===== src/include/ssta_consts.svh =====
// constants for the shift, subtract-with-borrow and table access datapath
`ifndef SSTA_CONSTS_SVH
`define SSTA_CONSTS_SVH
`define SSTA_DATA_W 16
`define SSTA_PROG_W 24
`define SSTA_PADDR_W 24
`define SSTA_FLAG_C 0
`define SSTA_FLAG_Z 1
`define SSTA_FLAG_OV 2
`define SSTA_FLAG_N 3
`define SSTA_FLAG_DC 4
`define SSTA_FLAGS_RST 5'h00
`define SSTA_DATA_RST 16'h0000
`define SSTA_SINGLE_CYCLES 1
`define SSTA_TABLE_CYCLES 2
`define SSTA_LIT5_MASK 16'h001F
`define SSTA_LIT10_MASK 16'h03FF
`define SSTA_SHIFT_MASK 16'h000F
`endif


===== src/include/ssta_pkg.sv =====
// types shared by the datapath files
package ssta_pkg;
   typedef enum logic [3:0] {
      SSTA_OP_NONE,
      SSTA_OP_SHIFT_LEFT_REG,
      SSTA_OP_SHIFT_LEFT_LIT,
      SSTA_OP_SUBTRACT_WITH_BORROW_OP_MEM,
      SSTA_OP_SUBTRACT_WITH_BORROW_OP_LIT10,
      SSTA_OP_REVERSE_SUBTRACT_BORROW_OP_MEM,
      SSTA_OP_REVERSE_SUBTRACT_BORROW_OP_LIT5,
      SSTA_OP_TBL_RD_HIGH,
      SSTA_OP_TBL_RD_LOW,
      SSTA_OP_TBL_WR_HIGH,
      SSTA_OP_TBL_WR_LOW,
      SSTA_OP_ZERO_EXTEND
   } ssta_op_t;

   // c, z, ov, n, dc from bit 0 upward
   typedef struct packed {
      logic dc;
      logic n;
      logic ov;
      logic z;
      logic c;
   } ssta_flags_t;

   typedef struct packed {
      ssta_op_t op;
      logic [15:0] opa;
      logic [15:0] opb;
      logic [15:0] lit;
      logic [23:0] paddr;
   } ssta_req_t;

   typedef struct packed {
      logic write;
      logic high;
      logic [23:0] addr;
      logic [15:0] wdata;
   } ssta_prog_req_t;
endpackage


===== src/design/ssta_alu.sv =====
// shift, borrow subtract, zero-extend and table access datapath
//
// Behaviour
// - register-count left shift, one cycle, N Z
// - literal-count left shift, one cycle, N Z
// - memory minus working register minus borrow, all flags
// - register minus ten-bit literal minus borrow, writeback
// - working register minus memory minus borrow, flags
// - five-bit literal minus base minus borrow, one cycle
// - table read high byte, two cycles, no flags
// - table read low word, two cycles, no flags
// - table write high byte, two cycles, no flags
// - table write low word, two cycles, no flags
// - zero-extend, one cycle, updates C Z N
`include "ssta_consts.svh"
`timescale 1ns/1ns
`default_nettype none
module ssta_alu
   import ssta_pkg::*;
(
   // clock and reset
   input wire logic clk_in,
   input wire logic sys_rst_in,
   // instruction issue
   input wire logic req_valid_in,
   input wire ssta_req_t req_in,
   input wire ssta_flags_t flags_in,
   output logic busy_out,
   // program memory port, read data is sampled in the same cycle the read request is driven
   output logic prog_req_valid_out,
   output ssta_prog_req_t prog_req_out,
   input wire logic [23:0] prog_rdata_in,
   // result
   output logic result_valid_out,
   output logic result_write_out,
   output logic [15:0] result_out,
   output logic flags_write_out,
   output ssta_flags_t flags_out
);
   // -----------------------------------------------------------------
   // sequencing
   // -----------------------------------------------------------------
   typedef enum logic [1:0] {SSTA_IDLE, SSTA_TABLE} ssta_state_t;
   ssta_state_t state_q, state_d;
   ssta_op_t tbl_op_q;

   wire logic issue_w = req_valid_in & (state_q == SSTA_IDLE);
   wire logic op_tbl_rd_h = req_in.op == SSTA_OP_TBL_RD_HIGH;
   wire logic op_tbl_rd_l = req_in.op == SSTA_OP_TBL_RD_LOW;
   wire logic op_tbl_wr_h = req_in.op == SSTA_OP_TBL_WR_HIGH;
   wire logic op_tbl_wr_l = req_in.op == SSTA_OP_TBL_WR_LOW;
   wire logic op_table_w = op_tbl_rd_h | op_tbl_rd_l | op_tbl_wr_h | op_tbl_wr_l;
   wire logic tbl_start_w = issue_w & op_table_w;

   always_comb begin
      state_d = state_q;
      case (state_q)
         SSTA_IDLE: begin
            if (tbl_start_w) begin
               state_d = SSTA_TABLE;
            end
         end
         SSTA_TABLE: begin
            // second cycle of the two-cycle table access
            state_d = SSTA_IDLE;
         end
         default: begin
            state_d = SSTA_IDLE;
         end
      endcase
   end

   // -----------------------------------------------------------------
   // single-cycle arithmetic
   // -----------------------------------------------------------------
   // only the low four count bits matter for a 16-bit operand
   wire logic [3:0] shamt_reg_w = req_in.opb[3:0] & 4'(`SSTA_SHIFT_MASK);
   wire logic [3:0] shamt_lit_w = req_in.lit[3:0] & 4'(`SSTA_SHIFT_MASK);
   wire logic [15:0] shl_reg_w = req_in.opa << shamt_reg_w;
   wire logic [15:0] shl_lit_w = req_in.opa << shamt_lit_w;
   wire logic [15:0] lit5_w = req_in.lit & `SSTA_LIT5_MASK;
   wire logic [15:0] lit10_w = req_in.lit & `SSTA_LIT10_MASK;
   wire logic [15:0] zext_w = {8'h00, req_in.opa[7:0]};

   // opa is memory operand or named/base register, opb the working register
   logic [15:0] sub_min_w, sub_sub_w;
   always_comb begin
      sub_min_w = req_in.opa;
      sub_sub_w = req_in.opb;
      case (req_in.op)
         SSTA_OP_SUBTRACT_WITH_BORROW_OP_MEM: begin
            sub_min_w = req_in.opa;
            sub_sub_w = req_in.opb;
         end
         SSTA_OP_SUBTRACT_WITH_BORROW_OP_LIT10: begin
            sub_min_w = req_in.opa;
            sub_sub_w = lit10_w;
         end
         SSTA_OP_REVERSE_SUBTRACT_BORROW_OP_MEM: begin
            sub_min_w = req_in.opb;
            sub_sub_w = req_in.opa;
         end
         SSTA_OP_REVERSE_SUBTRACT_BORROW_OP_LIT5: begin
            sub_min_w = lit5_w;
            sub_sub_w = req_in.opa;
         end
         default: begin
            sub_min_w = req_in.opa;
            sub_sub_w = req_in.opb;
         end
      endcase
   end

   wire logic [15:0] sub_diff_w;
   ssta_flags_t sub_flags_w;
   ssta_subber u_subber (
      .minuend_in(sub_min_w),
      .subtrahend_in(sub_sub_w),
      .carry_in(flags_in.c),
      .diff_out(sub_diff_w),
      .flags_out(sub_flags_w)
   );

   wire logic is_sub_w = (req_in.op == SSTA_OP_SUBTRACT_WITH_BORROW_OP_MEM) | (req_in.op == SSTA_OP_SUBTRACT_WITH_BORROW_OP_LIT10) |
      (req_in.op == SSTA_OP_REVERSE_SUBTRACT_BORROW_OP_MEM) | (req_in.op == SSTA_OP_REVERSE_SUBTRACT_BORROW_OP_LIT5);
   wire logic is_shl_w = (req_in.op == SSTA_OP_SHIFT_LEFT_REG) |
      (req_in.op == SSTA_OP_SHIFT_LEFT_LIT);
   wire logic is_zext_w = req_in.op == SSTA_OP_ZERO_EXTEND;
   wire logic one_cycle_w = issue_w & (is_sub_w | is_shl_w | is_zext_w);

   wire logic [15:0] shl_res_w = (req_in.op == SSTA_OP_SHIFT_LEFT_REG) ? shl_reg_w : shl_lit_w;
   wire logic [15:0] alu_res_w = is_sub_w ? sub_diff_w : (is_shl_w ? shl_res_w : zext_w);

   // shifts touch only n and z, carry and overflow pass through
   ssta_flags_t shl_flags_w;
   assign shl_flags_w.c = flags_in.c;
   assign shl_flags_w.ov = flags_in.ov;
   assign shl_flags_w.dc = flags_in.dc;
   assign shl_flags_w.n = shl_res_w[15];
   assign shl_flags_w.z = shl_res_w == 16'h0000;

   // carry of zero-extend is set, like a nonnegative result; n always clear
   ssta_flags_t zext_flags_w;
   assign zext_flags_w.c = 1'b1;
   assign zext_flags_w.ov = flags_in.ov;
   assign zext_flags_w.dc = flags_in.dc;
   assign zext_flags_w.n = 1'b0;
   assign zext_flags_w.z = zext_w == 16'h0000;

   wire ssta_flags_t alu_flags_w = is_sub_w ? sub_flags_w : (is_shl_w ? shl_flags_w : zext_flags_w);

   // -----------------------------------------------------------------
   // table access
   // -----------------------------------------------------------------
   ssta_prog_req_t prog_req_d;
   assign prog_req_d.write = op_tbl_wr_h | op_tbl_wr_l;
   assign prog_req_d.high = op_tbl_rd_h | op_tbl_wr_h;
   assign prog_req_d.addr = req_in.paddr;
   // high write carries only the low byte of the source
   assign prog_req_d.wdata = op_tbl_wr_h ? {8'h00, req_in.opa[7:0]} : req_in.opa;

   wire logic tbl_rd_done_w = (state_q == SSTA_TABLE) &
      ((tbl_op_q == SSTA_OP_TBL_RD_HIGH) | (tbl_op_q == SSTA_OP_TBL_RD_LOW));
   wire logic [15:0] tbl_rd_w = (tbl_op_q == SSTA_OP_TBL_RD_HIGH) ?
      {8'h00, prog_rdata_in[23:16]} : prog_rdata_in[15:0];

   // -----------------------------------------------------------------
   // registers
   // -----------------------------------------------------------------
   always_ff @(posedge clk_in) begin
      if (sys_rst_in) begin
         state_q <= SSTA_IDLE;
         tbl_op_q <= SSTA_OP_NONE;
         busy_out <= 1'b0;
         prog_req_valid_out <= 1'b0;
         prog_req_out <= '0;
         result_valid_out <= 1'b0;
         result_write_out <= 1'b0;
         result_out <= `SSTA_DATA_RST;
         flags_write_out <= 1'b0;
         flags_out <= `SSTA_FLAGS_RST;
      end else begin
         state_q <= state_d;
         busy_out <= tbl_start_w;
         prog_req_valid_out <= tbl_start_w;
         if (tbl_start_w) begin
            tbl_op_q <= req_in.op;
            prog_req_out <= prog_req_d;
         end
         // table ops retire in the second cycle, flags untouched
         result_valid_out <= one_cycle_w | (state_q == SSTA_TABLE);
         result_write_out <= one_cycle_w | tbl_rd_done_w;
         flags_write_out <= one_cycle_w;
         if (one_cycle_w) begin
            result_out <= alu_res_w;
            flags_out <= alu_flags_w;
         end else if (tbl_rd_done_w) begin
            result_out <= tbl_rd_w;
         end
      end
   end
endmodule // ssta_alu
`default_nettype wire


===== src/design/ssta_subber.sv =====
// borrow subtractor with flag generation
`timescale 1ns/1ns
`default_nettype none
module ssta_subber
   import ssta_pkg::*;
(
   // operands
   input wire logic [15:0] minuend_in,
   input wire logic [15:0] subtrahend_in,
   input wire logic carry_in,
   // result
   output logic [15:0] diff_out,
   output ssta_flags_t flags_out
);
   wire logic borrow_in = ~carry_in;
   wire logic [16:0] full_w = {1'b0, minuend_in} - {1'b0, subtrahend_in} - {16'h0000, borrow_in};
   wire logic [4:0] nib_w = {1'b0, minuend_in[3:0]} - {1'b0, subtrahend_in[3:0]} - {4'h0, borrow_in};
   assign diff_out = full_w[15:0];
   // carry reads as not-borrow on subtraction
   assign flags_out.c = ~full_w[16];
   assign flags_out.dc = ~nib_w[4];
   assign flags_out.n = full_w[15];
   assign flags_out.z = (full_w[15:0] == 16'h0000);
   assign flags_out.ov = (minuend_in[15] ^ subtrahend_in[15]) & (minuend_in[15] ^ full_w[15]);
endmodule // ssta_subber
`default_nettype wire


===== config.mk =====
export PLATFORM = sky130hd
export DESIGN_NAME = ssta_alu
export DESIGN_NICKNAME = d
export VERILOG_FILES = /design/src/include/ssta_pkg.sv /design/src/design/ssta_alu.sv /design/src/design/ssta_subber.sv
export VERILOG_INCLUDE_DIRS = /design/src /design/src/include
export SDC_FILE = /design/constraint.sdc
export NUM_CORES = 1
export LEC_CHECK = 0
export ABC_AREA = 1
export BUFFER_PORTS_ARGS = -buffer_cell sky130_fd_sc_hd__clkbuf_2
export CAP_MARGIN = 20
export CORE_UTILIZATION = 35
export CTS_CLUSTER_DIAMETER = 100
export DETAILED_ROUTE_END_ITERATION = 8
export HOLD_SLACK_MARGIN = 0.15
export PLACE_DENSITY_LB_ADDON = 0.15
export SKIP_CTS_REPAIR_TIMING = 1
export SYNTH_ARGS = -nofsm -noshare
export SYNTH_HDL_FRONTEND = slang
export SYNTH_SLANG_ARGS = --single-unit

===== constraint.sdc =====
create_clock -name clk_in -period 9.1 [get_ports clk_in]
set_input_delay 2.275 -clock clk_in [delete_from_list [all_inputs] [get_ports clk_in]]
set_output_delay 2.275 -clock clk_in [all_outputs]
set_load 0.02 [all_outputs]

==> results of run 1 <==
## cell usage after synthesis (2+ instances only)
cell type,number
nor2_4,2
inv_1,107
buf_6,5
ha_1,28
a31oi_1,8
nand2_1,251
nor2_2,2
nand3_1,104
o22ai_1,25
o221ai_1,6
o2111ai_1,2
o21ai_0,45
xor2_1,6
nand2_2,8
nand3_2,5
buf_4,3
a211oi_1,9
nor2_1,60
dfxtp_1,72
a21oi_1,74
clkbuf_1,20
buf_1,5
buf_2,6
o21ai_4,2
fa_1,2
o21a_1,2
inv_2,4
nor4_1,2
o211ai_1,4
nand2_8,2
nand3b_1,4
a22oi_1,6
nand4_1,8
xnor2_1,2
## registers in the layout (all words and copies together), names as in the netlist
register / cells
prog_req_out: 42
flags_write_out: 1
state_q: 1
tbl_op_q: 4
result_valid_out: 1
result_out: 16
prog_req_valid_out: 1
flags_out: 5
result_write_out: 1
## cells by family after synthesis
family          after synthesis  share of synthesized area (%)
buf+inv                     152                           11.1
flops                        72                           25.5
xor+xnor                      8                           1.24
simple gates                455                           36.0
compound gates              187                           19.3
fa+ha+maj                    30                           6.90
## final cells by class
cell class	instances	area [um2]	share of cell area, %
clock buffers	9	225	3.26
clock inverters	7	85.1	1.23
inverters	113	427	6.18
multi-input cells	680	3590	52.0
flip-flops and latches	72	1440	20.9
well taps	216	270	3.92
repair buffers	171	866	12.5
## stage by stage
step,setup slack [ns],power [mW],hold WS [ns],instances,util (%)
3_5_place_dp,2.86,0.742,0.451,1252,41.6
2_1_floorplan,4.03,0.620,0.441,904,-
6_report,3.12,1.11,0.462,1268,43.6
5_1_grt,2.83,1.18,0.482,1268,43.6
3_3_place_gp,2.85,0.742,0.449,1252,41.6
4_1_cts,3.20,1.12,0.462,1268,43.6
## worst max-delay path, cell delays in order
cell and delay, ns:
clkbuf_2 0.17, nor2_2 0.61, inv_1 0.29, nor2_1 0.35, a22oi_1 0.15, o21ai_0 0.12
ha_1 0.26, inv_1 0.06, ha_1 0.27, a21oi_1 0.37, inv_1 0.16, nand3_1 0.10
nand3_1 0.12, xnor2_1 0.38, nand4_1 0.14, nor2_1 0.14, nand4_1 0.09, nand3_1 0.10
nand2_1 0.07, inv_1 0.05
## per-layer routing
| layer | up-vias | GRT usage (%) |
|---|---|---|
| li1 | 3302 | - |
| met5 | - | 0 |
| met3 | 31 | 4.00 |
| met1 | 2930 | 31.4 |
| met2 | 231 | 38.3 |
| met4 | 0 | 7.40 |
## placed cells by master (no fill, tap or decap), types with 5 or more instances in the layout
cell       count
a211oi_1       9
a21oi_1       74
a22oi_1        6
a31oi_1        8
clkbuf_16      9
clkbuf_2     167
dfxtp_1       72
ha_1          28
inv_1        107
nand2_1      251
nand2_2        8
nand3_1      104
nand3_2        5
nand4_1        8
nor2_1        60
o21ai_0       45
o221ai_1       6
o22ai_1       25
xor2_1         6
## final timing paths
kind                            slack, ns  cells after the start                to
worst max-delay path                 3.12                     20      flags_out[1]
worst min-delay path                 0.46                      2  prog_req_out[28]
worst max register to register       6.64                      6    result_out[15]
worst min register to register       0.46                      2  prog_req_out[28]
## power breakdown
part / internal (mW) / switching, mW / total, mW
logic: 0.132 / 0.266 / 0.398
registers: 0.333 / 0.00822 / 0.341
clock network: 0.218 / 0.152 / 0.370
total: 0.683 / 0.426 / 1.11
==> impl_metrics.json, run 1 <==
{
  "synth_area_leader_cell": "dfxtp_1",
  "hold_violations": 0,
  "cts_inserted_buffers": 9,
  "crit_start": "req_in[73]",
  "drv_slew": 0,
  "hp-class": "reg2reg",
  "antenna_cells": 0,
  "vdd_ir_drop_max_uv": 94.3,
  "p_leak_nw": 3.47,
  "postLayoutCellArea_um2": 6900,
  "cp.required_ns": 9.39,
  "crit_path_start_kind": "input pin",
  "drt-met1-wl_um": 8880,
  "num-fill-cells": 1755,
  "die_w_um": 129,
  "finalCriticalPeriod_ns": 5.98,
  "syn_area_um2": 5660,
  "post-route-drc-count": 0,
  "outcome": "finished clean",
  "coreArea_um2": 15800,
  "max_slew_margin_pct": 41.7,
  "final_nets": 1185,
  "synthArstFlopShare_pct": 0,
  "syn_avg_cell_area_um2": 6.26,
  "final_layout_size_suffix_gt1_share_pct": 20.8,
  "first_iter_violations": 513,
  "cts_tree": "built",
  "period_share_pct": 65.7,
  "initial_core_util_pct": 35.7,
  "p_per_area_nw_per_um2": 161,
  "clock_latency_ns": 0.35,
  "tns_ns": 0,
  "grt_antenna_before_repair": 0,
  "grt_pass1_vias": 5664,
  "top_layer": "met4",
  "cp.arrival_ns": 6.27,
  "ys_ff_latch": 72,
  "crit_path_end_kind": "register",
  "dr_wl_met3_um": 1280,
  "clock-root-buffer": "clkbuf_16",
  "setup_viol": 0,
  "die-height_um": 129,
  "worstSetupPathType": "in2reg",
  "clkTransAtPathRegs_ns": 0.07,
  "die-area_um2": 16700,
  "place_area_um2": 6590,
  "max_cap_violations": 0,
  "wirelength_um": 19600,
  "min-delay-start": "prog_req_out[28]",
  "synthTopCellsByArea": "dfxtp_1 (25%), nand2_1 (17%), nand3_1 (9.2%), inv_1 (7.1%), a21oi_1 (6.5%)",
  "vias_per_cell": 5.12,
  "rsz0062_at_grt": "false",
  "r2r_start": "state_q[0]",
  "syn2layout_area_growth_pct": 22.0,
  "synth_top_area_share_pct": 25.5,
  "h-tree-depth": 3,
  "dr_wl_met2_um": 9040,
  "gp_congestion": 0.921,
  "grt.total_usage_pct": 23.5,
  "wl_per_cell_um": 15.4,
  "hpwlAfterDp_um": 15200,
  "tightest_slew_ns": 0.872,
  "first_pass_iters": 5,
  "path_max_fanout": 16,
  "fmax_mhz": 167,
  "ys_types": 47,
  "seq_area_frac_synth_pct": 25.5,
  "netlist_instances": 904,
  "fin_skew_ns": 0.00692,
  "clockBufferDepth": 2,
  "clock-sinks": 72,
  "synthFlopType": "dfxtp_1",
  "yosys_warnings": 0,
  "grt_remaining_overflow": 0,
  "num_rows": 46,
  "io_buffers": 167,
  "pin_count": 176,
  "ant_nets": 0,
  "synth_edf_count": 0,
  "syn_nets": 1042,
  "grt_start_max_net_pins": 61,
  "grt_pass1_wl_um": 30100,
  "vias": 6494
}
(Power assumes the default switching activity.)
==> run 2, diff against run 1 <==
- ABC_AREA: 1 -> 0
- clock period: 9.1 -> 5 ns (I/O delays scaled with it)
==> run 2 against run 1 <==
Sequential power rose by 82%. Non-clock buffer count increased by 42. Register-to-register slack lost 4.1 ns. Final cell count decreased by 8.4%. Die area up 0.54%. Hold slack got worse by 0.0093 ns. First-iteration DRC count shrank 19%. Largest cell class unchanged.
==> impl_metrics.json, run 2 <==
{
  "outcome": "finished clean",
  "crit_path_start_kind": "input pin",
  "fmax_mhz": 216,
  "layout_commonest_cell": "clkbuf_2",
  "clock_latency_ns": 0.35,
  "final_layout_size_suffix_gt1_share_pct": 26.7,
  "stdcell_count": 1161,
  "vias": 6110,
  "io_buffers": 167,
  "syn2layout_area_growth_pct": 26.8,
  "tns_ns": 0,
  "grt_pass1_vias": 5434,
  "finalCriticalPeriod_ns": 4.63,
  "max_cap_violations": 0,
  "wl_per_cell_um": 15.9,
  "synthFlopType": "dfxtp_1",
  "cts_inserted_buffers": 9,
  "reg_top3": "prog_req_out: 42 flops, result_out: 16 flops, flags_out: 5 flops",
  "grt_remaining_overflow": 0,
  "worstSetupPathType": "in2reg",
  "netlist_instances": 774,
  "pwr-share-clk_pct": 33.5,
  "cp.arrival_ns": 4.89,
  "path_max_fanout": 20,
  "syn_area_um2": 5690,
  "cts_tree": "built",
  "antenna_cells": 0,
  "ant_nets": 0,
  "synthTopCellsByArea": "dfxtp_1 (25%), nand2_1 (9.7%), a21oi_1 (6.5%), ha_1 (6.2%), mux2i_1 (5.8%)",
  "p_leak_nw": 3.23,
  "layout_setup_ws_ns": 0.374,
  "yosys_warnings": 0,
  "synth_top_area_share_pct": 25.3,
  "syn_avg_cell_area_um2": 7.35,
  "synthArstFlopShare_pct": 0,
  "vias_per_cell": 5.26,
  "clockBufferDepth": 2,
  "initial_core_util_pct": 35.8,
  "wirelength_um": 18500,
  "netSwitchingFraction_pct": 35.5,
  "vdd_ir_drop_max_uv": 165,
  "hold_violations": 0,
  "fin_skew_ns": 0.0101,
  "hpwlAfterDp_um": 14000,
  "synth_top_cells_by_count": "nand2_1 (147), a21oi_1 (74), dfxtp_1 (72)",
  "p_sw_mw": 0.772,
  "grt.total_usage_pct": 22.1,
  "final_nets": 1078,
  "period_share_pct": 92.5,
  "die-height_um": 129,
  "num-fill-cells": 1665,
  "fin_hold_ws_ns": 0.452,
  "largest_register_ffs": 42,
  "synth.most_common_cell": "nand2_1",
  "intPower_mw": 1.40,
  "clock-root-buffer": "clkbuf_16",
  "fin_util_pct": 45.4,
  "pwr-share-seq_pct": 28.5,
  "post-route-drc-count": 0,
  "gp_congestion": 0.915,
  "ys_ff_latch": 72,
  "clkTransAtPathRegs_ns": 0.06,
  "crit_path_end_kind": "register",
  "h-tree-depth": 3,
  "cp.required_ns": 5.27,
  "grt_antenna_before_repair": 0,
  "hp-class": "reg2reg",
  "seq_area_frac_synth_pct": 25.3,
  "rsz0062_at_grt": "false",
  "drv_slew": 0,
  "p_per_area_nw_per_um2": 301,
  "first_iter_violations": 418,
  "num_rows": 46,
  "mostFrequentLayoutCells": "clkbuf_2 (167), nand2_1 (147), a21oi_1 (74)",
  "placedCellCount": 1145,
  "synth_area_leader_cell": "dfxtp_1",
  "coreArea_um2": 15900,
  "grt_start_max_net_pins": 66,
  "place_ws_ns": 0.0698,
  "clock-sinks": 72,
  "die_w_um": 129,
  "pin_count": 176,
  "ys_types": 67,
  "regMostFlops": "prog_req_out",
  "syn_nets": 912,
  "first_pass_iters": 4,
  "tightest_slew_ns": 0.968,
  "synth_edf_count": 0,
  "max_slew_margin_pct": 35.2,
  "setup_viol": 0,
  "die-area_um2": 16800,
  "grt_pass1_wl_um": 28800,
  "p_comb_share_pct": 38.0
}
[run 2: cell count changes in the layout (fill, tap and decap cells not counted), moves of 8 or more]
| cell | previous run | this run |
|---|---|---|
| a22o_1 | 0 | 9 |
| a311oi_1 | 0 | 8 |
| buf_4 | 4 | 46 |
| inv_1 | 107 | 34 |
| mux2i_1 | 0 | 33 |
| nand2_1 | 251 | 147 |
| nand2b_1 | 0 | 10 |
| nand3_1 | 104 | 12 |
| nor2b_1 | 0 | 12 |
| nor3_1 | 1 | 20 |
| o22ai_1 | 25 | 17 |
| xnor2_1 | 2 | 17 |
[run 2: layout make-up]
type	count	area [um2]	share of cell area [%]
Clock buffer	10	239	3.31
Clock inverter	6	90.1	1.25
Inverter	34	128	1.77
Multi-Input combinational cell	610	3860	53.5
Sequential cell	72	1440	20.0
Tap cell	216	270	3.75
Timing Repair Buffer	213	1180	16.4
[run 2: final timing paths]
check / start / to / slack (ns) / depth (start not counted)
max reg2reg: state_q[0] / flags_out[1] / 2.51 / 9
min reg2reg: prog_req_out[28] / prog_req_out[28] / 0.45 / 2
min: prog_req_out[28] / prog_req_out[28] / 0.45 / 2
max: req_in[74] / flags_out[0] / 0.37 / 20
[run 2: cell families (layout without fill, tap and decap cells)]
family,Yosys count,count (layout),share of synthesized area (%)
flip-flops,72,72,25.3
adder cells (fa/ha/maj),30,30,6.86
multiplexers,46,46,9.30
XOR/XNOR,22,22,3.39
AO/OA/AOI/OAI,225,225,25.9
buffers and inverters,92,263,6.78
AND/OR/NAND/NOR,287,287,22.4
[run 2: power groups by stage]
stage | registers, mW | logic (mW) | clock network, mW
global route | 0.623 | 0.910 | 0.776
global placement | 0.631 | 0.822 | 0
floorplan | 0.665 | 0.499 | 0
detailed placement | 0.632 | 0.818 | 0
finish | 0.619 | 0.825 | 0.729
CTS | 0.619 | 0.822 | 0.745
[run 2: routing by layer]
layer / GRT usage [%] / share of wire [%]
met1: 31.6 / 48
met4: 7.52 / 1.8
met3: 4.25 / 7.5
met5: 0 / 0
met2: 33.0 / 42
[run 2: through the flow]
stage	total power, mW	cell area [um2]
floorplan	1.16	5690
global placement	1.45	6880
detailed placement	1.45	6880
CTS	2.19	7210
global route	2.31	7210
finish	2.17	7210
[run 2: critical path, cell delays in order]
cell	delay, ns
clkbuf_2	0.15
nor2b_1	0.20
nand2_1	0.15
buf_4	0.19
buf_4	0.19
nand2_1	0.07
o21ai_0	0.08
ha_1	0.29
inv_1	0.04
ha_1	0.35
a21oi_1	0.19
nor2_1	0.06
a211oi_1	0.33
o22ai_1	0.18
o41ai_1	0.30
buf_4	0.18
o21ai_0	0.10
xor2_1	0.28
a21oi_1	0.12
nor3_1	0.20
